<file path="config.mk">
export PLATFORM = sky130hd
export DESIGN_NAME = vgc_regs
export DESIGN_NICKNAME = d
export VERILOG_FILES = /design/src/vgc_pkg.sv /design/src/vgc_regs.sv
export SDC_FILE = /design/constraint.sdc
export NUM_CORES = 1
export LEC_CHECK = 0
export ABC_AREA = 0
export ABC_CLOCK_PERIOD_IN_PS = 3400
export BUFFER_PORTS_ARGS = -buffer_cell sky130_fd_sc_hd__buf_4
export CAP_MARGIN = 5
export CORE_ASPECT_RATIO = 1.4
export CORE_MARGIN = 8
export CORE_UTILIZATION = 46
export CTS_CLUSTER_DIAMETER = 120
export DETAILED_ROUTE_END_ITERATION = 8
export PLACE_DENSITY = 0.68
export RECOVER_POWER = 25
export SLEW_MARGIN = 20
export SYNTH_ARGS = -nofsm -noshare
export SYNTH_HDL_FRONTEND = slang
export SYNTH_SLANG_ARGS = --single-unit
</file>
<file path="constraint.sdc">
create_clock -name aclk -period 3.4 [get_ports aclk]
set_input_delay 0.85 -clock aclk [delete_from_list [all_inputs] [get_ports aclk]]
set_output_delay 0.85 -clock aclk [all_outputs]
set_load 0.05 [all_outputs]
</file>
<file path="src/vgc_pkg.sv">
// shared constants and types for the video gain control register bank
package vgc_pkg;
	// clock and tracking time constants
	localparam int CLK_HZ = 20000000;
	localparam real TC_SLOW_S = 2.0;
	localparam real TC_MEDIUM_S = 1.0;
	localparam real TC_FAST_S = 0.2;
	localparam int TC_SLOW_CYC = int'(TC_SLOW_S * CLK_HZ);
	localparam int TC_MEDIUM_CYC = int'(TC_MEDIUM_S * CLK_HZ);
	localparam int TC_FAST_CYC = int'(TC_FAST_S * CLK_HZ);
	localparam int CNT_W = 26;

	// bus geometry
	localparam int ADDR_W = 8;
	localparam int DATA_W = 32;
	localparam logic [1:0] RESP_OKAY = 2'h0;
	localparam logic [1:0] RESP_SLVERR = 2'h2;

	// register indices, byte address is four times the index
	localparam logic [5:0] IDX_GAIN_MODE = 6'h2C;
	localparam logic [5:0] IDX_CHROMA_HI = 6'h2D;
	localparam logic [5:0] IDX_CHROMA_LO = 6'h2E;
	localparam logic [5:0] IDX_LUMA_HI = 6'h2F;
	localparam logic [5:0] IDX_LUMA_LO = 6'h30;
	localparam logic [5:0] IDX_SHADOW_HI = 6'h31;
	localparam logic [5:0] IDX_SHADOW_LO = 6'h32;
	localparam logic [5:0] IDX_MISC = 6'h33;

	// field positions
	localparam int GAIN_HI_LSB = 0;
	localparam int TIMING_LSB = 6;
	localparam int SURV_BIT = 7;
	localparam int PW_BIT = 0;
	localparam int AVL_BIT = 1;
	localparam int MAX_IRE_SELECT_LSB = 2;
	localparam int CKE_BIT = 6;
	localparam int CMODE_LSB = 0;
	localparam int LMODE_LSB = 4;

	// reserved bits read back as ones
	localparam logic [7:0] RSV_GAIN_HI = 8'h30;
	localparam logic [7:0] RSV_SHADOW_HI = 8'h70;
	localparam logic [7:0] RSV_MISC = 8'hA0;
	localparam logic [7:0] RSV_MODE = 8'h8C;

	// average brightness line window
	localparam logic [8:0] AVG_FIRST_LINE = 9'h021;
	localparam logic [8:0] AVG_LAST_LONG = 9'h136;
	localparam logic [8:0] AVG_LAST_SHORT = 9'h10E;

	// max input IRE per selection, entry 0 is the rightmost
	localparam logic [7:0][7:0] IRE_PAL_TAB = {8'h64, 8'h64, 8'h69, 8'h6E, 8'h73, 8'h78, 8'h7D, 8'h85};
	localparam logic [7:0][7:0] IRE_NTSC_TAB = {8'h64, 8'h64, 8'h64, 8'h64, 8'h69, 8'h6E, 8'h73, 8'h7A};

	typedef enum logic [1:0] {CM_MANUAL = 2'h0, CM_LUMA = 2'h1, CM_AUTO = 2'h2, CM_FREEZE = 2'h3} vgc_cmode_t;
	typedef enum logic [2:0] {
		LM_MANUAL = 3'h0, LM_AGC1 = 3'h1, LM_AGC2 = 3'h2, LM_AGC3 = 3'h3,
		LM_AGC4 = 3'h4, LM_PEAK = 3'h5, LM_AVG = 3'h6, LM_FREEZE = 3'h7
	} vgc_lmode_t;
	typedef enum logic [1:0] {TM_SLOW = 2'h0, TM_MEDIUM = 2'h1, TM_FAST = 2'h2, TM_QUALITY = 2'h3} vgc_timing_t;
	// gray order along idle -> half taken -> response
	typedef enum logic [1:0] {WS_IDLE = 2'h0, WS_HAVE_ADDR = 2'h1, WS_RESP = 2'h3, WS_HAVE_DATA = 2'h2} vgc_wstate_t;
endpackage

</file>
<file path="src/vgc_regs.sv">
// video gain control register bank with AXI4-Lite slave
// Function
// - chroma manual gain is 12 bits: hi nibble in reg 0x2D bits 3:0, low byte 0x2E.
// - chroma gain field is programmed gain or readback of applied gain per chroma mode.
// - chroma timing bits 7:6: slow 2 s, medium 1 s, fast 0.2 s, quality-dependent.
// - chroma timing acts only in chroma automatic burst mode.
// - luma manual gain 12 bits in 0x2F/0x30; programmed or applied readback per luma mode.
// - luma timing bits 7:6: slow 2 s, medium 1 s, fast 0.2 s, quality-dependent.
// - luma timing acts only in luma modes 001 through 100.
// - luma gain store takes effect only in luma manual fixed gain mode.
// - reading the luma gain store returns applied gain, depending on luma mode.
// - shadow hi bit 7 enables surveillance update from the luma gain store.
// - shadow lo holds store low byte; shadow hi bits 3:0 hold upper nibble.
// - misc bit 0 selects gain update once per line or once per field.
// - misc bit 1 selects average brightness lines 33-310 or 33-270.
// - misc bits 4:2 select max input IRE per standard from a table.
// - misc bit 6 enables colour kill.
// - chroma mode: manual, reuse luma gain, automatic from burst, frozen.
// - luma mode: manual, automatic 001-100, white peak, average video, frozen.
`timescale 1ns/1ps
module vgc_regs #(
	parameter int TC_SLOW_CYC = vgc_pkg::TC_SLOW_CYC,
	parameter int TC_MEDIUM_CYC = vgc_pkg::TC_MEDIUM_CYC,
	parameter int TC_FAST_CYC = vgc_pkg::TC_FAST_CYC
) (
	input wire logic aclk,
	input wire logic aresetn,
	input wire logic [vgc_pkg::ADDR_W-1:0] awaddr,
	input wire logic awvalid,
	output logic awready,
	input wire logic [vgc_pkg::DATA_W-1:0] wdata,
	input wire logic [3:0] wstrb,
	input wire logic wvalid,
	output logic wready,
	output logic [1:0] bresp,
	output logic bvalid,
	input wire logic bready,
	input wire logic [vgc_pkg::ADDR_W-1:0] araddr,
	input wire logic arvalid,
	output logic arready,
	output logic [vgc_pkg::DATA_W-1:0] rdata,
	output logic [1:0] rresp,
	output logic rvalid,
	input wire logic rready,
	input wire logic [11:0] luma_gain_measured,
	input wire logic [11:0] chroma_gain_measured,
	input wire logic video_quality_indication,
	input wire logic line_strobe,
	input wire logic field_strobe,
	output logic [11:0] luma_gain_applied,
	output logic [11:0] chroma_gain_applied,
	output logic luma_agc_tick,
	output logic chroma_agc_tick,
	output logic luma_gain_update,
	output logic [8:0] avg_last_line,
	output logic [7:0] max_ire_pal,
	output logic [7:0] max_ire_ntsc,
	output logic colour_kill_enable
);
	typedef logic [vgc_pkg::CNT_W-1:0] vgc_cnt_t;

	typedef struct packed {
		vgc_pkg::vgc_wstate_t ws;
		logic awready;
		logic wready;
		logic bvalid;
		logic [1:0] bresp;
		logic [5:0] wa_idx;
		logic [7:0] wdata;
		logic wstrb0;
		logic arready;
		logic rvalid;
		logic [1:0] rresp;
		logic [7:0] rdata;
		vgc_pkg::vgc_cmode_t chroma_gain_mode;
		vgc_pkg::vgc_lmode_t luma_gain_mode;
		logic [1:0] chroma_agc_timing;
		logic [11:0] chroma_manual_gain;
		logic [1:0] luma_agc_timing;
		logic [11:0] luma_manual_gain;
		logic surveillance_update_enable;
		logic [11:0] luma_gain_store;
		logic peak_white_update_rate;
		logic average_brightness_lines;
		logic [2:0] max_ire_select;
		logic colour_kill;
		logic [11:0] luma_applied;
		logic [11:0] chroma_applied;
		vgc_cnt_t c_cnt;
		vgc_cnt_t l_cnt;
		logic c_tick;
		logic l_tick;
		logic l_update;
		logic [8:0] avg_last;
		logic [7:0] ire_pal;
		logic [7:0] ire_ntsc;
	} vgc_state_t;

	vgc_state_t s_r;
	vgc_state_t s_nxt;

	// only the eight words of this bank answer OKAY
	function automatic logic is_mapped(input logic [5:0] idx);
		is_mapped = (idx >= vgc_pkg::IDX_GAIN_MODE) && (idx <= vgc_pkg::IDX_MISC);
	endfunction

	// one tracking step per time constant; quality code picks fast on good video
	function automatic vgc_cnt_t tc_period(input logic [1:0] code, input logic good);
		case (code)
			vgc_pkg::TM_SLOW: tc_period = vgc_cnt_t'(TC_SLOW_CYC);
			vgc_pkg::TM_MEDIUM: tc_period = vgc_cnt_t'(TC_MEDIUM_CYC);
			vgc_pkg::TM_FAST: tc_period = vgc_cnt_t'(TC_FAST_CYC);
			default: tc_period = good ? vgc_cnt_t'(TC_FAST_CYC) : vgc_cnt_t'(TC_SLOW_CYC);
		endcase
	endfunction

	logic aw_fire;
	logic w_fire;
	logic ar_fire;
	logic do_write;
	logic [5:0] idx_c;
	logic [7:0] data_c;
	logic strb_c;
	logic [5:0] ar_idx;
	logic luma_manual_mode;
	logic luma_auto_mode;
	vgc_cnt_t c_per;
	vgc_cnt_t l_per;

	always_comb begin
		s_nxt = s_r;
		aw_fire = awvalid && s_r.awready;
		w_fire = wvalid && s_r.wready;
		ar_fire = arvalid && s_r.arready;
		idx_c = aw_fire ? awaddr[7:2] : s_r.wa_idx;
		data_c = w_fire ? wdata[7:0] : s_r.wdata;
		strb_c = w_fire ? wstrb[0] : s_r.wstrb0;
		ar_idx = araddr[7:2];
		luma_manual_mode = (s_r.luma_gain_mode == vgc_pkg::LM_MANUAL);
		luma_auto_mode = (s_r.luma_gain_mode >= vgc_pkg::LM_AGC1) && (s_r.luma_gain_mode <= vgc_pkg::LM_AGC4);
		c_per = tc_period(s_r.chroma_agc_timing, video_quality_indication);
		l_per = tc_period(s_r.luma_agc_timing, video_quality_indication);
		do_write = 1'b0;

		// write channel: address and data accepted in either order
		if (aw_fire) begin
			s_nxt.wa_idx = awaddr[7:2];
		end
		if (w_fire) begin
			s_nxt.wdata = wdata[7:0];
			s_nxt.wstrb0 = wstrb[0];
		end
		case (s_r.ws)
			vgc_pkg::WS_IDLE: begin
				if (aw_fire && w_fire) begin
					do_write = 1'b1;
				end else if (aw_fire) begin
					s_nxt.ws = vgc_pkg::WS_HAVE_ADDR;
				end else if (w_fire) begin
					s_nxt.ws = vgc_pkg::WS_HAVE_DATA;
				end
			end
			vgc_pkg::WS_HAVE_ADDR: do_write = w_fire;
			vgc_pkg::WS_HAVE_DATA: do_write = aw_fire;
			vgc_pkg::WS_RESP: begin
				if (bready) begin
					s_nxt.ws = vgc_pkg::WS_IDLE;
					s_nxt.bvalid = 1'b0;
				end
			end
			default: s_nxt.ws = vgc_pkg::WS_IDLE;
		endcase
		if (do_write) begin
			s_nxt.ws = vgc_pkg::WS_RESP;
			s_nxt.bvalid = 1'b1;
			s_nxt.bresp = is_mapped(idx_c) ? vgc_pkg::RESP_OKAY : vgc_pkg::RESP_SLVERR;
		end
		s_nxt.awready = (s_nxt.ws == vgc_pkg::WS_IDLE) || (s_nxt.ws == vgc_pkg::WS_HAVE_DATA);
		s_nxt.wready = (s_nxt.ws == vgc_pkg::WS_IDLE) || (s_nxt.ws == vgc_pkg::WS_HAVE_ADDR);

		// register stores; reserved bits are not stored, they read back as ones
		if (do_write && strb_c) begin
			case (idx_c)
				vgc_pkg::IDX_GAIN_MODE: begin
					s_nxt.chroma_gain_mode = vgc_pkg::vgc_cmode_t'(data_c[vgc_pkg::CMODE_LSB +: 2]);
					s_nxt.luma_gain_mode = vgc_pkg::vgc_lmode_t'(data_c[vgc_pkg::LMODE_LSB +: 3]);
				end
				vgc_pkg::IDX_CHROMA_HI: begin
					s_nxt.chroma_manual_gain[11:8] = data_c[vgc_pkg::GAIN_HI_LSB +: 4];
					s_nxt.chroma_agc_timing = data_c[vgc_pkg::TIMING_LSB +: 2];
				end
				vgc_pkg::IDX_CHROMA_LO: s_nxt.chroma_manual_gain[7:0] = data_c;
				vgc_pkg::IDX_LUMA_HI: begin
					s_nxt.luma_manual_gain[11:8] = data_c[vgc_pkg::GAIN_HI_LSB +: 4];
					s_nxt.luma_agc_timing = data_c[vgc_pkg::TIMING_LSB +: 2];
				end
				vgc_pkg::IDX_LUMA_LO: s_nxt.luma_manual_gain[7:0] = data_c;
				vgc_pkg::IDX_SHADOW_HI: begin
					s_nxt.luma_gain_store[11:8] = data_c[vgc_pkg::GAIN_HI_LSB +: 4];
					s_nxt.surveillance_update_enable = data_c[vgc_pkg::SURV_BIT];
				end
				vgc_pkg::IDX_SHADOW_LO: s_nxt.luma_gain_store[7:0] = data_c;
				vgc_pkg::IDX_MISC: begin
					s_nxt.peak_white_update_rate = data_c[vgc_pkg::PW_BIT];
					s_nxt.average_brightness_lines = data_c[vgc_pkg::AVL_BIT];
					s_nxt.max_ire_select = data_c[vgc_pkg::MAX_IRE_SELECT_LSB +: 3];
					s_nxt.colour_kill = data_c[vgc_pkg::CKE_BIT];
				end
				default: s_nxt.wa_idx = idx_c;
			endcase
		end

		// read channel: one outstanding read, data from the cycle it is taken
		if (ar_fire) begin
			s_nxt.arready = 1'b0;
			s_nxt.rvalid = 1'b1;
			s_nxt.rresp = is_mapped(ar_idx) ? vgc_pkg::RESP_OKAY : vgc_pkg::RESP_SLVERR;
			case (ar_idx)
				vgc_pkg::IDX_GAIN_MODE: s_nxt.rdata = vgc_pkg::RSV_MODE
					| {1'b0, s_r.luma_gain_mode, 2'h0, s_r.chroma_gain_mode};
				vgc_pkg::IDX_CHROMA_HI: s_nxt.rdata = vgc_pkg::RSV_GAIN_HI
					| {s_r.chroma_agc_timing, 2'h0, s_r.chroma_applied[11:8]};
				vgc_pkg::IDX_CHROMA_LO: s_nxt.rdata = s_r.chroma_applied[7:0];
				vgc_pkg::IDX_LUMA_HI: s_nxt.rdata = vgc_pkg::RSV_GAIN_HI
					| {s_r.luma_agc_timing, 2'h0, (luma_manual_mode ? s_r.luma_manual_gain[11:8]
					: s_r.luma_applied[11:8])};
				vgc_pkg::IDX_LUMA_LO: s_nxt.rdata = luma_manual_mode ? s_r.luma_manual_gain[7:0]
					: s_r.luma_applied[7:0];
				vgc_pkg::IDX_SHADOW_HI: s_nxt.rdata = vgc_pkg::RSV_SHADOW_HI
					| {s_r.surveillance_update_enable, 3'h0, (luma_manual_mode ? s_r.luma_gain_store[11:8]
					: s_r.luma_applied[11:8])};
				vgc_pkg::IDX_SHADOW_LO: s_nxt.rdata = luma_manual_mode ? s_r.luma_gain_store[7:0]
					: s_r.luma_applied[7:0];
				vgc_pkg::IDX_MISC: s_nxt.rdata = vgc_pkg::RSV_MISC
					| {1'b0, s_r.colour_kill, 1'b0, s_r.max_ire_select,
					s_r.average_brightness_lines, s_r.peak_white_update_rate};
				default: s_nxt.rdata = 8'h00;
			endcase
		end else if (s_r.rvalid && rready) begin
			s_nxt.rvalid = 1'b0;
			s_nxt.arready = 1'b1;
		end else if (!s_r.rvalid) begin
			s_nxt.arready = 1'b1;
		end

		// chroma gain actually applied
		case (s_r.chroma_gain_mode)
			vgc_pkg::CM_MANUAL: s_nxt.chroma_applied = s_r.chroma_manual_gain;
			vgc_pkg::CM_LUMA: s_nxt.chroma_applied = s_r.luma_applied;
			vgc_pkg::CM_AUTO: s_nxt.chroma_applied = chroma_gain_measured;
			default: s_nxt.chroma_applied = s_r.chroma_applied;
		endcase

		// luma gain actually applied; the store wins over manual gain when surveillance is on
		case (s_r.luma_gain_mode)
			vgc_pkg::LM_MANUAL: s_nxt.luma_applied = s_r.surveillance_update_enable
				? s_r.luma_gain_store : s_r.luma_manual_gain;
			vgc_pkg::LM_FREEZE: s_nxt.luma_applied = s_r.luma_applied;
			default: s_nxt.luma_applied = luma_gain_measured;
		endcase

		// tracking step pulses; a disabled loop sits reloaded so the first step is a full period
		s_nxt.c_tick = 1'b0;
		if (s_r.chroma_gain_mode != vgc_pkg::CM_AUTO) begin
			s_nxt.c_cnt = c_per - 1'b1;
		end else if (s_r.c_cnt == '0) begin
			s_nxt.c_cnt = c_per - 1'b1;
			s_nxt.c_tick = 1'b1;
		end else begin
			s_nxt.c_cnt = s_r.c_cnt - 1'b1;
		end
		s_nxt.l_tick = 1'b0;
		if (!luma_auto_mode) begin
			s_nxt.l_cnt = l_per - 1'b1;
		end else if (s_r.l_cnt == '0) begin
			s_nxt.l_cnt = l_per - 1'b1;
			s_nxt.l_tick = 1'b1;
		end else begin
			s_nxt.l_cnt = s_r.l_cnt - 1'b1;
		end

		// gain update rate only matters in peak white or average video modes
		s_nxt.l_update = ((s_r.luma_gain_mode == vgc_pkg::LM_PEAK) || (s_r.luma_gain_mode == vgc_pkg::LM_AVG))
			&& (s_r.peak_white_update_rate ? field_strobe : line_strobe);

		s_nxt.avg_last = s_r.average_brightness_lines ? vgc_pkg::AVG_LAST_SHORT : vgc_pkg::AVG_LAST_LONG;
		s_nxt.ire_pal = vgc_pkg::IRE_PAL_TAB[s_r.max_ire_select];
		s_nxt.ire_ntsc = vgc_pkg::IRE_NTSC_TAB[s_r.max_ire_select];
	end

	always_ff @(posedge aclk) begin
		if (!aresetn) begin
			s_r <= '0;
		end else begin
			s_r <= s_nxt;
		end
	end

	assign awready = s_r.awready;
	assign wready = s_r.wready;
	assign bvalid = s_r.bvalid;
	assign bresp = s_r.bresp;
	assign arready = s_r.arready;
	assign rvalid = s_r.rvalid;
	assign rresp = s_r.rresp;
	assign rdata = {24'h000000, s_r.rdata};
	assign luma_gain_applied = s_r.luma_applied;
	assign chroma_gain_applied = s_r.chroma_applied;
	assign luma_agc_tick = s_r.l_tick;
	assign chroma_agc_tick = s_r.c_tick;
	assign luma_gain_update = s_r.l_update;
	assign avg_last_line = s_r.avg_last;
	assign max_ire_pal = s_r.ire_pal;
	assign max_ire_ntsc = s_r.ire_ntsc;
	assign colour_kill_enable = s_r.colour_kill;
endmodule

</file>
After elaboration in Yosys (flattened, before gate mapping)
Memories as Yosys holds them, arrays and structs flattened. A register that Yosys moved wholly into a read port is not among the register bits.
Index checks and enable logic that the tools add are counted.
{ "totals": {"reg_bits": 174, "mem_bits_ro": 128, "output_inout_bits": 94, "word_cells": 158, "memories": 2} }
{ "op_classes": {"add_sub_neg": 4, "order_cmp": 6, "n_eq_ne": 32, "n_mux": 39, "bitwise": 1, "reduce_logical": 39} }
{ "mem_list": {"columns": ["memory", "depth", "word_bits", "read_ports", "rd_clocked_by_memory_dff", "wr", "line_no", "text"], "rows": [
  ["(no name shown)", 8, 8, 1, 1, 0, "vgc_regs.sv:288", "s_nxt.ire_ntsc = vgc_pkg::IRE_NTSC_TAB[s_r.max_ire_select];"],
  ["(no name shown)", 8, 8, 1, 1, 0, "vgc_regs.sv:287", "s_nxt.ire_pal = vgc_pkg::IRE_PAL_TAB[s_r.max_ire_select];"]
]} }
{ "op_table": {"columns": ["cell", "count"], "rows": [
  ["case mux 26 bit (3 select lines)", 2],
  ["2-to-1 mux 26 bit", 5],
  ["subtractor 26 x 1 -> 26 bit (second input constant)", 4],
  ["equality test 6 bit (second input constant)", 16],
  ["case mux 8 bit (8 select lines)", 1],
  ["logical NOT 26 bit", 2],
  ["case mux 12 bit (3 select lines)", 1],
  ["2-to-1 mux 8 bit", 3],
  ["case mux 12 bit (2 select lines)", 1],
  ["AND reduction 2 bit", 10],
  ["2-to-1 mux 2 bit", 7],
  ["equality test 2 bit (second input constant)", 6],
  [">= comparator 6 bit (second input constant)", 2],
  ["<= comparator 6 bit (second input constant)", 2],
  ["2-to-1 mux 12 bit", 1],
  ["2-to-1 mux 6 bit", 2],
  ["2-to-1 mux 1 bit", 11],
  ["equality test 2 x 1 -> 1 bit (second input constant)", 5],
  ["logical AND 1 bit", 10],
  ["logical NOT 2 bit", 5],
  ["equality test 3 bit (second input constant)", 3],
  ["2-to-1 mux 4 bit", 2],
  ["nonzero test 2 bit", 3],
  ["case mux 2 bit (2 select lines)", 1],
  ["12 further kinds", 16]
]} }

Depth between registers and ports, before layout
Gate-level depths: netlist (run 1).
{ "logic_depth": {"word_depth": 8, "mapped_depth": 9} }

Worst setup path after synthesis (run 1)
OpenSTA, ideal clock, no wires.
{ "synth_timing": {"path_kind": "input to register", "from": "in awvalid", "to": "reg s_r[124] in the netlist's numbering", "setup_ps": 129, "t_arrival_ps": 2589, "required_time_ps": 3271, "setup_slack_ps": 682, "cell_stages": 7, "n_path_buf": 2, "path_cell_list": "clkbuf_1 > nand2_1 > o32ai_1 > o2111ai_1 > clkbuf_1 > nand3_1 > o21ai_0"} }
{ "synth_between": {"elab_chain_cells": 6, "elab_cells_between_ends": 8, "cone_classes": "1 x eq/ne; 3 x mux; 4 x reduce/logical"} }
{ "synth_rtl": {"columns": ["element", "line_no", "text"], "rows": [
  ["from (decl)", "vgc_regs.sv:29", "input wire logic awvalid,"],
  ["logical AND 1 bit *", "vgc_regs.sv:132", "aw_fire = awvalid && s_r.awready;"],
  ["logical AND 1 bit", "vgc_regs.sv:155", "if (aw_fire && w_fire) begin"],
  ["2-to-1 mux 1 bit", "vgc_regs.sv:155", null],
  ["case mux 1 bit (3 select lines)", "vgc_regs.sv:153", "case (s_r.ws)"],
  ["logical AND 1 bit", "vgc_regs.sv:182", "if (do_write && strb_c) begin"],
  ["AND reduction 2 bit (no source line) *", null, null],
  ["to (signal assigned)", "vgc_regs.sv:295", "s_r <= s_nxt;"],
  ["to (decl)", "vgc_regs.sv:99", "vgc_state_t s_r;"]
]} }
Every way passes the cells marked *; elsewhere a longest branch is shown, timed or not.
A chain may end at the register's enable or synchronous reset.

==> impl_metrics.py, run 1 <==
metrics = {
    "outcome": {
        "status": "complete, but fails checks",
        "violations": "max-capacitance violations, max-slew violations",
    },
    "global_route": {
        "grt_usage_pct": 20.0,
        "grt_use_met2_pct": 35.2,
        "antenna_found_initial": 0,
        "grt_pass1_vias": 7590,
        "grt_overflow": 0,
        "grt_pass1_wl_mm": 39.2,
        "grt_busiest_layer": "met2",
        "grt_start_max_net_pins": 74,
        "grt_use_met3_pct": 3.50,
        "grt.met1_usage_pct": 22.0,
    },
    "power_and_ir_drop": {
        "power.density_nw_per_um2": 502,
        "power_w": 0.00515,
        "p_int_w": 0.00375,
        "leakagePower_nw": 3.93,
        "vdd_drop_max_uv": 403,
        "p_clk_share_pct": 42.7,
        "seq_power_share_pct": 43.5,
        "switchingPower_w": 0.00140,
        "switching_share_pct": 27.2,
        "combPwrFrac_pct": 13.8,
    },
    "drt": {
        "wl_mm": 24.7,
        "wl_per_cell_um": 18.0,
        "vias": 7713,
        "drc": 0,
        "drtIter0Drc": 569,
        "dr.pass1.iters": 7,
        "drt-vias-per-instance": 5.62,
        "final_antenna_net_count": 0,
    },
    "synthesis": {
        "yosys-top-cells-area": "dfxtp_1 (39%), buf_4 (7.0%), a21oi_1 (4.0%)",
        "avgSynthCellArea_um2": 8.49,
        "yosysTopAreaCell": "dfxtp_1",
        "synth_edf_count": 0,
        "synth_area_um2": 9150,
        "netlist_instances": 1078,
        "synth_cell_type_count": 68,
        "ys_ff_latch": 178,
        "synthFlopType": "dfxtp_1",
        "ys_seq_area_share_pct": 38.9,
        "ys_warn_count": 0,
        "synth_top_area_share_pct": 38.9,
        "synthArstFlopShare_pct": 0,
    },
    "min_path": {
        "hold-path-cell-count": 1,
        "hold_path_class": "flop to flop",
    },
    "final_layout": {
        "final_layout_size_suffix_gt1_share_pct": 15.0,
        "nets": 1221,
        "fin_util_pct": 52.1,
        "n_antenna_cell": 0,
        "flow.area_growth_from_synthesis_pct": 12.1,
    },
    "cts": {
        "cts_tree": "done",
        "clk_pin_slew_ns": 0.07,
        "post-cts-setup-buffers": 0,
        "cts_buffers": 17,
        "clockRootBuffer": "clkbuf_16",
        "cts_buffer_depth": 2,
        "cts_resized": 0,
        "clk_latency_ns": 0.43,
        "htree_levels": 4,
        "cts.sinks": 178,
        "ctsHoldBuffers": 0,
    },
    "critical_path": {
        "rrSetupSlack_ns": 0.62,
        "critPathArrivalTime_ns": 3.31,
        "rr_worst_depth": 6,
        "r2r_start": "s_r[73]$_SDFF_PN0_",
        "critPathLaunch": "aresetn",
        "path_max_fanout": 32,
        "crit_type": "input pin to flop",
        "r2r_end": "s_r[64]$_SDFF_PN0_",
        "cp-endpoint": "s_r[106]$_SDFFE_PN0P_",
        "worstPathRequired_ns": 3.74,
        "cp-start-kind": "input pin",
        "end_kind": "flop",
    },
    "sta": {
        "setup_viol": 0,
        "worst_slew_pin_slew_ns": 1.72,
        "clock.fmax_ghz": 0.336,
        "finalHoldViolations": 0,
        "period_needed_ns": 2.98,
        "drv_slew": 107,
        "setup_tns_ns": 0,
        "rsz0062_at_grt": "false",
        "timing.final.crit_share_pct": 87.5,
        "finalClockSkew_ns": 0.00976,
        "relSlewSlack_pct": -14.7,
    },
    "floorplanning": {
        "die_area_um2": 24700,
        "die_h_um": 183,
        "floorplan.initialDensity_pct": 46.5,
        "ioPinCount": 180,
        "row_count": 61,
        "die_x_um": 135,
        "core_um2": 19700,
    },
    "place": {
        "gp_congestion": 0.875,
        "port_buffers": 118,
        "dp_hpwl_mm": 17.9,
    },
    "run": {
        "maxCapViolCount": 2,
    },
}
==> worst min path at each step <==
stage	start	end
6_report	s_r[108]$_SDFFE_PN0P_	avg_last_line[5]$_SDFF_PN0_
5_1_grt	s_r[108]$_SDFFE_PN0P_	avg_last_line[5]$_SDFF_PN0_
4_1_cts	s_r[108]$_SDFFE_PN0P_	avg_last_line[5]$_SDFF_PN0_
3_5_place_dp	s_r[108]$_SDFFE_PN0P_	avg_last_line[5]$_SDFF_PN0_
3_3_place_gp	s_r[108]$_SDFFE_PN0P_	avg_last_line[5]$_SDFF_PN0_
2_1_floorplan	s_r[108]$_SDFFE_PN0P_	avg_last_line[5]$_SDFF_PN0_
==> area by class of cell <==
cell class | instances | area (um^2)
flip-flops and latches | 178 | 3560
repair buffers | 135 | 910
well taps | 252 | 315
clock inverters | 14 | 224
inverters | 48 | 180
fillers | 1958 | 9430
multi-input cells | 728 | 4630
clock buffers | 18 | 439
==> power by group through the flow <==
stage / clock network [W] / registers [W] / logic [W]
3_5_place_dp: 0 / 0.00229 / 0.000725
6_report: 0.00220 / 0.00224 / 0.000712
4_1_cts: 0.00223 / 0.00224 / 0.000729
5_1_grt: 0.00231 / 0.00225 / 0.000786
3_3_place_gp: 0 / 0.00228 / 0.000718
2_1_floorplan: 0 / 0.00232 / 0.000524
==> Yosys cell counts, types with 6 or more instances <==
cell       instances
a211o_1           15
a211oi_1          20
a21oi_1           73
a221oi_1          14
a31oi_1           11
and2_1             6
buf_1              6
buf_4             85
clkbuf_1          58
dfxtp_1          178
ha_1              27
inv_1             47
mux2_2            15
mux2i_1           27
nand2_1           77
nand3_1           63
nor2_1            73
nor3_1            20
nor4_1            15
o2111ai_1         10
o211ai_1           6
o21ai_0           71
or3_1             11
or4_1             12
xnor2_1           28
xor2_1            14
==> metrics by stage <==
step	setup slack [ns]	hold slack (ns)	cells	instance area, um^2
6_report	0.423	0.451	1373	10300
5_1_grt	0.319	0.478	1373	10300
4_1_cts	0.661	0.452	1373	10400
3_5_place_dp	0.541	0.435	1341	9700
3_3_place_gp	0.633	0.436	1341	9700
2_1_floorplan	0.682	0.407	1107	9260
==> metal layers <==
layer	part of all wire, %	routed length [um]
met5	0	0
met3	4.1	1010
met2	51	12600
met4	4.7	1160
met1	40	9910
==> placed cells by master, fill, tap and decap left out, drive strengths merged, types with 10 or more instances in the layout <==
master	n
nand3	63
dfxtp	178
xor2	14
o2111ai	10
mux2i	27
o21ai	71
inv	51
a211o	15
a211oi	22
xnor2	28
a221oi	14
buf	107
a21oi	73
nor2	73
ha	27
or3	11
mux2	15
nor3	20
conb	30
a31oi	11
nor4	15
nand2	77
or4	12
clkbuf	46
==> cells by family (layout without fill, tap and decap cells) <==
family,Yosys count,count (layout),synth area share (%)
DFF,178,178,38.9
muxes,42,42,4.80
adders and majority gates,27,27,3.69
buffers and inverters,201,215,11.9
AOI/OAI and AO/OA,269,269,19.3
other,1,30,0.0410
and+or+nand+nor,318,318,17.3
xor gates and xnor gates,42,42,4.02
==> registers in the layout, indices dropped and copies added, names as in the netlist, 3 cells and up <==
name and cells:
avg_last_line 3, chroma_gain_applied 12, luma_gain_applied 12, max_ire_ntsc 5, max_ire_pal 7, rdata 8
s_r 120
==> worst max-delay path: stages <==
cell,delay (ns)
buf_4,0.30
clkbuf_1,1.23
nand2_1,0.57
o21ai_0,0.33
No activity file was read; power rests on OpenSTA's default activity.
==> inputs of run 2 (changes only) <==
--- a/config.mk
+++ b/config.mk
@@ -10,11 +10,11 @@
 export BUFFER_PORTS_ARGS = -buffer_cell sky130_fd_sc_hd__buf_4
 export CAP_MARGIN = 5
 export CORE_ASPECT_RATIO = 1.4
-export CORE_MARGIN = 8
-export CORE_UTILIZATION = 46
+export CORE_MARGIN = 4
+export CORE_UTILIZATION = 45
 export CTS_CLUSTER_DIAMETER = 120
 export DETAILED_ROUTE_END_ITERATION = 8
-export PLACE_DENSITY = 0.68
+export PLACE_DENSITY = 0.67
 export RECOVER_POWER = 25
 export SLEW_MARGIN = 20
 export SYNTH_ARGS = -nofsm -noshare
==> impl_metrics.py, run 2 (synthesis results as in run 1) <==
metrics = {
    "floorplanning": {
        "row_count": 61,
        "core_um2": 19900,
        "ioPinCount": 180,
        "floorplan.initialDensity_pct": 45.9,
        "die_x_um": 129,
        "die_area_um2": 22700,
        "die_h_um": 177,
    },
    "final_layout": {
        "flow.area_growth_from_synthesis_pct": 11.4,
        "n_antenna_cell": 0,
        "fill_cells": 1939,
        "fin_util_pct": 51.2,
        "final_cells": 1374,
        "largest_register": "s_r",
        "nets": 1222,
        "final_cell_mix": "dfxtp_1 (178), buf_4 (106), nand2_1 (77)",
        "final_layout_size_suffix_gt1_share_pct": 14.9,
        "final_common_cell": "dfxtp_1",
        "largest_reg_flops": 120,
    },
    "run": {
        "maxCapViolCount": 0,
    },
    "cts": {
        "post-cts-setup-buffers": 0,
        "cts_resized": 0,
        "clk_pin_slew_ns": 0.07,
        "cts_buffer_depth": 2,
        "htree_levels": 4,
        "ctsHoldBuffers": 0,
        "cts.sinks": 178,
        "cts_buffers": 17,
        "clk_latency_ns": 0.43,
        "clockRootBuffer": "clkbuf_16",
        "cts_tree": "done",
    },
    "critical_path": {
        "path_max_fanout": 20,
        "crit_slowest_cell": "clkbuf_1",
        "rr_worst_depth": 5,
        "end_kind": "flop",
        "rrSetupSlack_ns": 0.71,
        "r2r_end": "s_r[72]$_SDFF_PN0_",
        "cpPeakStageDelay_ns": 0.67,
        "r2r_start": "s_r[73]$_SDFF_PN0_",
        "critPathArrivalTime_ns": 3.14,
        "crit_type": "input pin to flop",
        "cp-start-kind": "input pin",
        "path_cells": "clkbuf_1 > inv_1 > a21oi_1 > buf_4 > a32o_1 > a311oi_1 > a32oi_1",
        "worstPathRequired_ns": 3.74,
    },
    "drt": {
        "wl_mm": 24.0,
        "wl_met2_mm": 12.1,
        "wl_met3_um": 807,
        "drc": 0,
        "wl_per_cell_um": 17.4,
        "drt-vias-per-instance": 5.49,
        "dr.max_layer_used": "met4",
        "m1WireLength_mm": 10.3,
        "drtIter0Drc": 481,
        "final_antenna_net_count": 0,
        "vias": 7539,
        "dr.pass1.iters": 5,
    },
    "sta": {
        "setup_tns_ns": 0,
        "rsz0062_at_grt": "false",
        "finalHoldViolations": 0,
        "period_needed_ns": 2.81,
        "drv_slew": 0,
        "clock.fmax_ghz": 0.356,
        "worst_slew_pin_slew_ns": 1.04,
        "finalClockSkew_ns": 0.0109,
        "timing.final.crit_share_pct": 82.6,
        "setup_slack_ns": 0.593,
        "setup_viol": 0,
        "relSlewSlack_pct": 30.9,
    },
    "outcome": {
        "status": "completed",
    },
    "global_route": {
        "grt_usage_pct": 20.8,
        "antenna_found_initial": 0,
        "grt_pass1_vias": 7088,
        "grt_pass1_wl_mm": 37.5,
        "grt_overflow": 0,
        "grt_start_max_net_pins": 62,
    },
    "place": {
        "dp_hpwl_mm": 17.5,
        "port_buffers": 118,
        "dp_slack_ns": 0.577,
        "gp_congestion": 0.887,
        "dp_cells": 1342,
    },
    "power_and_ir_drop": {
        "vdd_drop_max_uv": 336,
        "leakagePower_nw": 3.88,
        "power.density_nw_per_um2": 482,
    },
    "min_path": {
        "hold_path_class": "flop to flop",
        "hold_path_end": "avg_last_line[5]$_SDFF_PN0_",
        "min_from": "s_r[108]$_SDFFE_PN0P_",
        "hold-path-cell-count": 1,
    },
}
## run 2: cell count changes in the layout (fill, tap and decap cells not counted), sizes merged
cell,before,now
bufinv,5,1
clkbuf,46,47
clkinv,5,3
clkinvlp,1,4
inv,51,54
## run 2: worst max path at each step
| stage | slack, ns | endpoint | cells past startpoint | from |
|---|---|---|---|---|
| global route | 0.30 | rdata[2]$_SDFFE_PN0P_ | 7 | aresetn |
| detailed placement | 0.58 | s_r[140]$_SDFFE_PN0P_ | 6 | awvalid |
| global placement | 0.63 | s_r[142]$_SDFFE_PN0P_ | 6 | awvalid |
| finish | 0.59 | rdata[2]$_SDFFE_PN0P_ | 7 | aresetn |
| floorplan | 0.68 | s_r[124]$_SDFFE_PN0P_ | 7 | awvalid |
| CTS | 0.73 | s_r[72]$_SDFF_PN0_ | 5 | s_r[73]$_SDFF_PN0_ |
## run 2: through the flow
stage	hold WS (ns)	cell area (um^2)	total power, W
floorplan	0.407	9260	0.00284
global placement	0.438	9720	0.00300
detailed placement	0.444	9720	0.00301
CTS	0.463	10300	0.00495
global route	0.489	10200	0.00510
finish	0.458	10200	0.00491
## run 2: layout make-up
cell class / count / area [um^2] / share of cell area, %
clock buffer: 18 / 439 / 4.31
clock inverter: 14 / 144 / 1.41
inverter: 48 / 180 / 1.77
multi-input combinational: 728 / 4630 / 45.4
sequential: 178 / 3560 / 34.9
tap: 252 / 315 / 3.09
timing repair buffer: 136 / 925 / 9.07
## run 2: worst max-delay path: cells and delay by family
kind / cells / cell delay, ns
AOI/OAI and AO/OA: 4 / 0.76
buffers and inverters: 3 / 1.52
## run 2: per-layer routing
layer | vias up | GRT usage (%)
li1 | 3794 | -
met4 | 0 | 8.71
met5 | - | 0
met2 | 169 | 36.6
met3 | 44 | 2.99
met1 | 3532 | 25.2
## run 2: report_power, final
group	total (W)	internal [W]	switching [W]	leakage (nW)
clock network	0.00195	0.00105	0.000902	0.274
registers	0.00224	0.00216	0.0000751	1.45
logic	0.000719	0.000251	0.000468	2.16
total	0.00491	0.00347	0.00145	3.88
==> inputs of run 3 (changes only) <==
--- a/config.mk
+++ b/config.mk
@@ -5,8 +5,8 @@
 export SDC_FILE = /design/constraint.sdc
 export NUM_CORES = 1
 export LEC_CHECK = 0
-export ABC_AREA = 0
-export ABC_CLOCK_PERIOD_IN_PS = 3400
+export ABC_AREA = 1
+export ABC_CLOCK_PERIOD_IN_PS = 2700
 export BUFFER_PORTS_ARGS = -buffer_cell sky130_fd_sc_hd__buf_4
 export CAP_MARGIN = 5
 export CORE_ASPECT_RATIO = 1.4
==> constraint.sdc (replaced) <==
create_clock -name aclk -period 2.7 [get_ports aclk]
set_input_delay 0.675 -clock aclk [delete_from_list [all_inputs] [get_ports aclk]]
set_output_delay 0.675 -clock aclk [all_outputs]
set_load 0.05 [all_outputs]
==> impl_metrics.py, run 3 <==
metrics = {
    "cts": {
        "post-cts-setup-buffers": 0,
        "htree_levels": 4,
        "cts_tree": "done",
        "clk_pin_slew_ns": 0.07,
        "clockRootBuffer": "clkbuf_16",
        "cts_buffers": 17,
        "ctsHoldBuffers": 0,
        "cts.sinks": 178,
        "cts_buffer_depth": 2,
        "clk_latency_ns": 0.43,
        "cts_resized": 0,
    },
    "final_layout": {
        "final_cells": 1816,
        "fin_util_pct": 52.0,
        "n_antenna_cell": 0,
        "final_common_cell": "nand2_1",
        "final_cell_mix": "nand2_1 (353), nor2_1 (199), dfxtp_1 (178)",
        "nets": 1624,
        "flow.area_growth_from_synthesis_pct": 12.3,
        "final_layout_size_suffix_gt1_share_pct": 12.5,
        "largest_reg_flops": 120,
        "largest_register": "s_r",
    },
    "min_path": {
        "min_from": "rdata[1]$_SDFFE_PN0P_",
        "hold-path-cell-count": 2,
        "hold_path_end": "rdata[1]$_SDFFE_PN0P_",
        "hold_path_class": "flop to flop",
    },
    "drt": {
        "final_antenna_net_count": 0,
        "dr.pass1.iters": 5,
        "wl_mm": 28.0,
        "wl_per_cell_um": 15.4,
        "drtIter0Drc": 848,
        "drt-vias-per-instance": 5.05,
        "drc": 0,
        "vias": 9164,
    },
    "critical_path": {
        "rr_worst_depth": 7,
        "crit_type": "flop to flop",
        "end_kind": "flop",
        "r2r_start": "s_r[154]$_SDFFE_PN0P_",
        "critPathArrivalTime_ns": 2.55,
        "path_max_fanout": 19,
        "rrSetupSlack_ns": 0.46,
        "cp-start-kind": "flop",
        "worstPathRequired_ns": 3.01,
        "r2r_end": "chroma_gain_applied[4]$_SDFFE_PN0P_",
    },
    "global_route": {
        "antenna_found_initial": 0,
        "grt_pass1_vias": 8546,
        "grt_overflow": 0,
        "grt_start_max_net_pins": 45,
        "grt_usage_pct": 22.4,
        "grt_pass1_wl_mm": 43.6,
    },
    "sta": {
        "rsz0062_at_grt": "false",
        "worst_slew_pin_slew_ns": 1.21,
        "setup_tns_ns": 0,
        "setup_viol": 0,
        "drv_slew": 0,
        "clock.fmax_ghz": 0.447,
        "finalClockSkew_ns": 0.00793,
        "relSlewSlack_pct": 19.4,
        "timing.final.crit_share_pct": 82.8,
        "finalHoldViolations": 0,
        "whs_ns": 0.453,
        "period_needed_ns": 2.24,
    },
    "synthesis": {
        "ys_ff_latch": 178,
        "yosys-top-cells-area": "dfxtp_1 (36%), nand2_1 (13%), nor2_1 (7.6%)",
        "yosysTopAreaCell": "dfxtp_1",
        "ys_warn_count": 0,
        "synthFlopType": "dfxtp_1",
        "synthArstFlopShare_pct": 0,
        "synth_top_area_share_pct": 36.1,
        "yosys.cell_count.top_type": "nand2_1",
        "synth_top_family_by_area": "simple AND/OR/NAND/NOR gates",
        "synth_xor_area_share_pct": 3.37,
        "synth_cell_type_count": 43,
        "synth_area_um2": 9880,
        "ys_seq_area_share_pct": 36.1,
        "synthMuxAreaShare_pct": 0.101,
        "synthAdderAreaFrac_pct": 3.42,
        "synthTopCellsByCount": "nand2_1 (353), nor2_1 (199), dfxtp_1 (178)",
        "netlist_instances": 1456,
        "synth_simple_gate_area_share_pct": 29.1,
        "synth_compound_area_share_pct": 13.3,
        "synth_edf_count": 0,
        "avgSynthCellArea_um2": 6.79,
    },
    "power_and_ir_drop": {
        "power.density_nw_per_um2": 602,
        "leakagePower_nw": 4.98,
        "vdd_drop_max_uv": 578,
    },
    "outcome": {
        "status": "completed",
    },
    "place": {
        "port_buffers": 118,
        "dp_hpwl_mm": 21.1,
        "gp_congestion": 0.915,
        "dp_cells": 1784,
    },
    "floorplanning": {
        "die_area_um2": 24400,
        "floorplan.initialDensity_pct": 46.3,
        "die_h_um": 183,
        "die_x_um": 133,
        "ioPinCount": 180,
        "row_count": 63,
        "core_um2": 21400,
    },
    "run": {
        "maxCapViolCount": 0,
    },
}
-- run 3: critical path, cell delays in order (launching register included) --
cell and delay (ns):
dfxtp_1 0.34, inv_1 0.09, ha_1 0.21, clkbuf_1 0.75, nand2_1 0.23, o21ai_0 0.14
nand2_1 0.06, a221oi_1 0.29
-- run 3: logic make-up after synthesis --
logic type | count (synthesis)
xor+xnor | 38
compound gates | 239
fa+ha+maj | 27
mux | 1
other cells | 1
flops | 178
simple gates | 687
buf+inv | 285
-- run 3: how the worst max path moves through the flow --
stage	from	end	cells after the start
floorplan	awready$_SDFF_PN0_	s_r[135]$_SDFFE_PN0P_	11
global placement	wvalid	s_r[109]$_SDFFE_PN0P_	12
detailed placement	wvalid	s_r[153]$_SDFFE_PN0P_	12
CTS	s_r[54]$_SDFF_PN0_	s_r[76]$_SDFF_PN0_	11
global route	s_r[154]$_SDFFE_PN0P_	chroma_gain_applied[4]$_SDFFE_PN0P_	7
finish	s_r[154]$_SDFFE_PN0P_	chroma_gain_applied[4]$_SDFFE_PN0P_	7
-- run 3: per-layer routing --
layer	routed length [um]	track usage, %	vias up
li1	-	-	4628
met1	11500	26.5	4193
met2	13900	39.6	277
met3	1290	3.24	66
met4	1350	11.0	0
met5	0	0	-
-- run 3: cell type report --
class | instances | area [um^2]
clock inverter | 13 | 173
multi-input combinational | 1022 | 4990
fill | 2206 | 10300
inverter | 155 | 584
sequential | 178 | 3560
tap | 292 | 365
timing repair buffer | 137 | 971
clock buffer | 19 | 453
-- run 3: report_power, final --
group	switching, W	total (W)	internal (W)
Sequential	0.0000616	0.00280	0.00274
Clock	0.00112	0.00265	0.00152
Combinational	0.000885	0.00123	0.000344
-- run 3: metrics by stage --
| step | power, W | worst slack [ns] | cell area (um^2) |
|---|---|---|---|
| final | 0.00668 | 0.464 | 11100 |
| after CTS | 0.00671 | 0.507 | 11200 |
| after global placement | 0.00407 | 0.226 | 10600 |
| after detailed placement | 0.00409 | 0.156 | 10600 |
| after global routing | 0.00693 | 0.267 | 11100 |
| after floorplan | 0.00377 | 0.695 | 9990 |
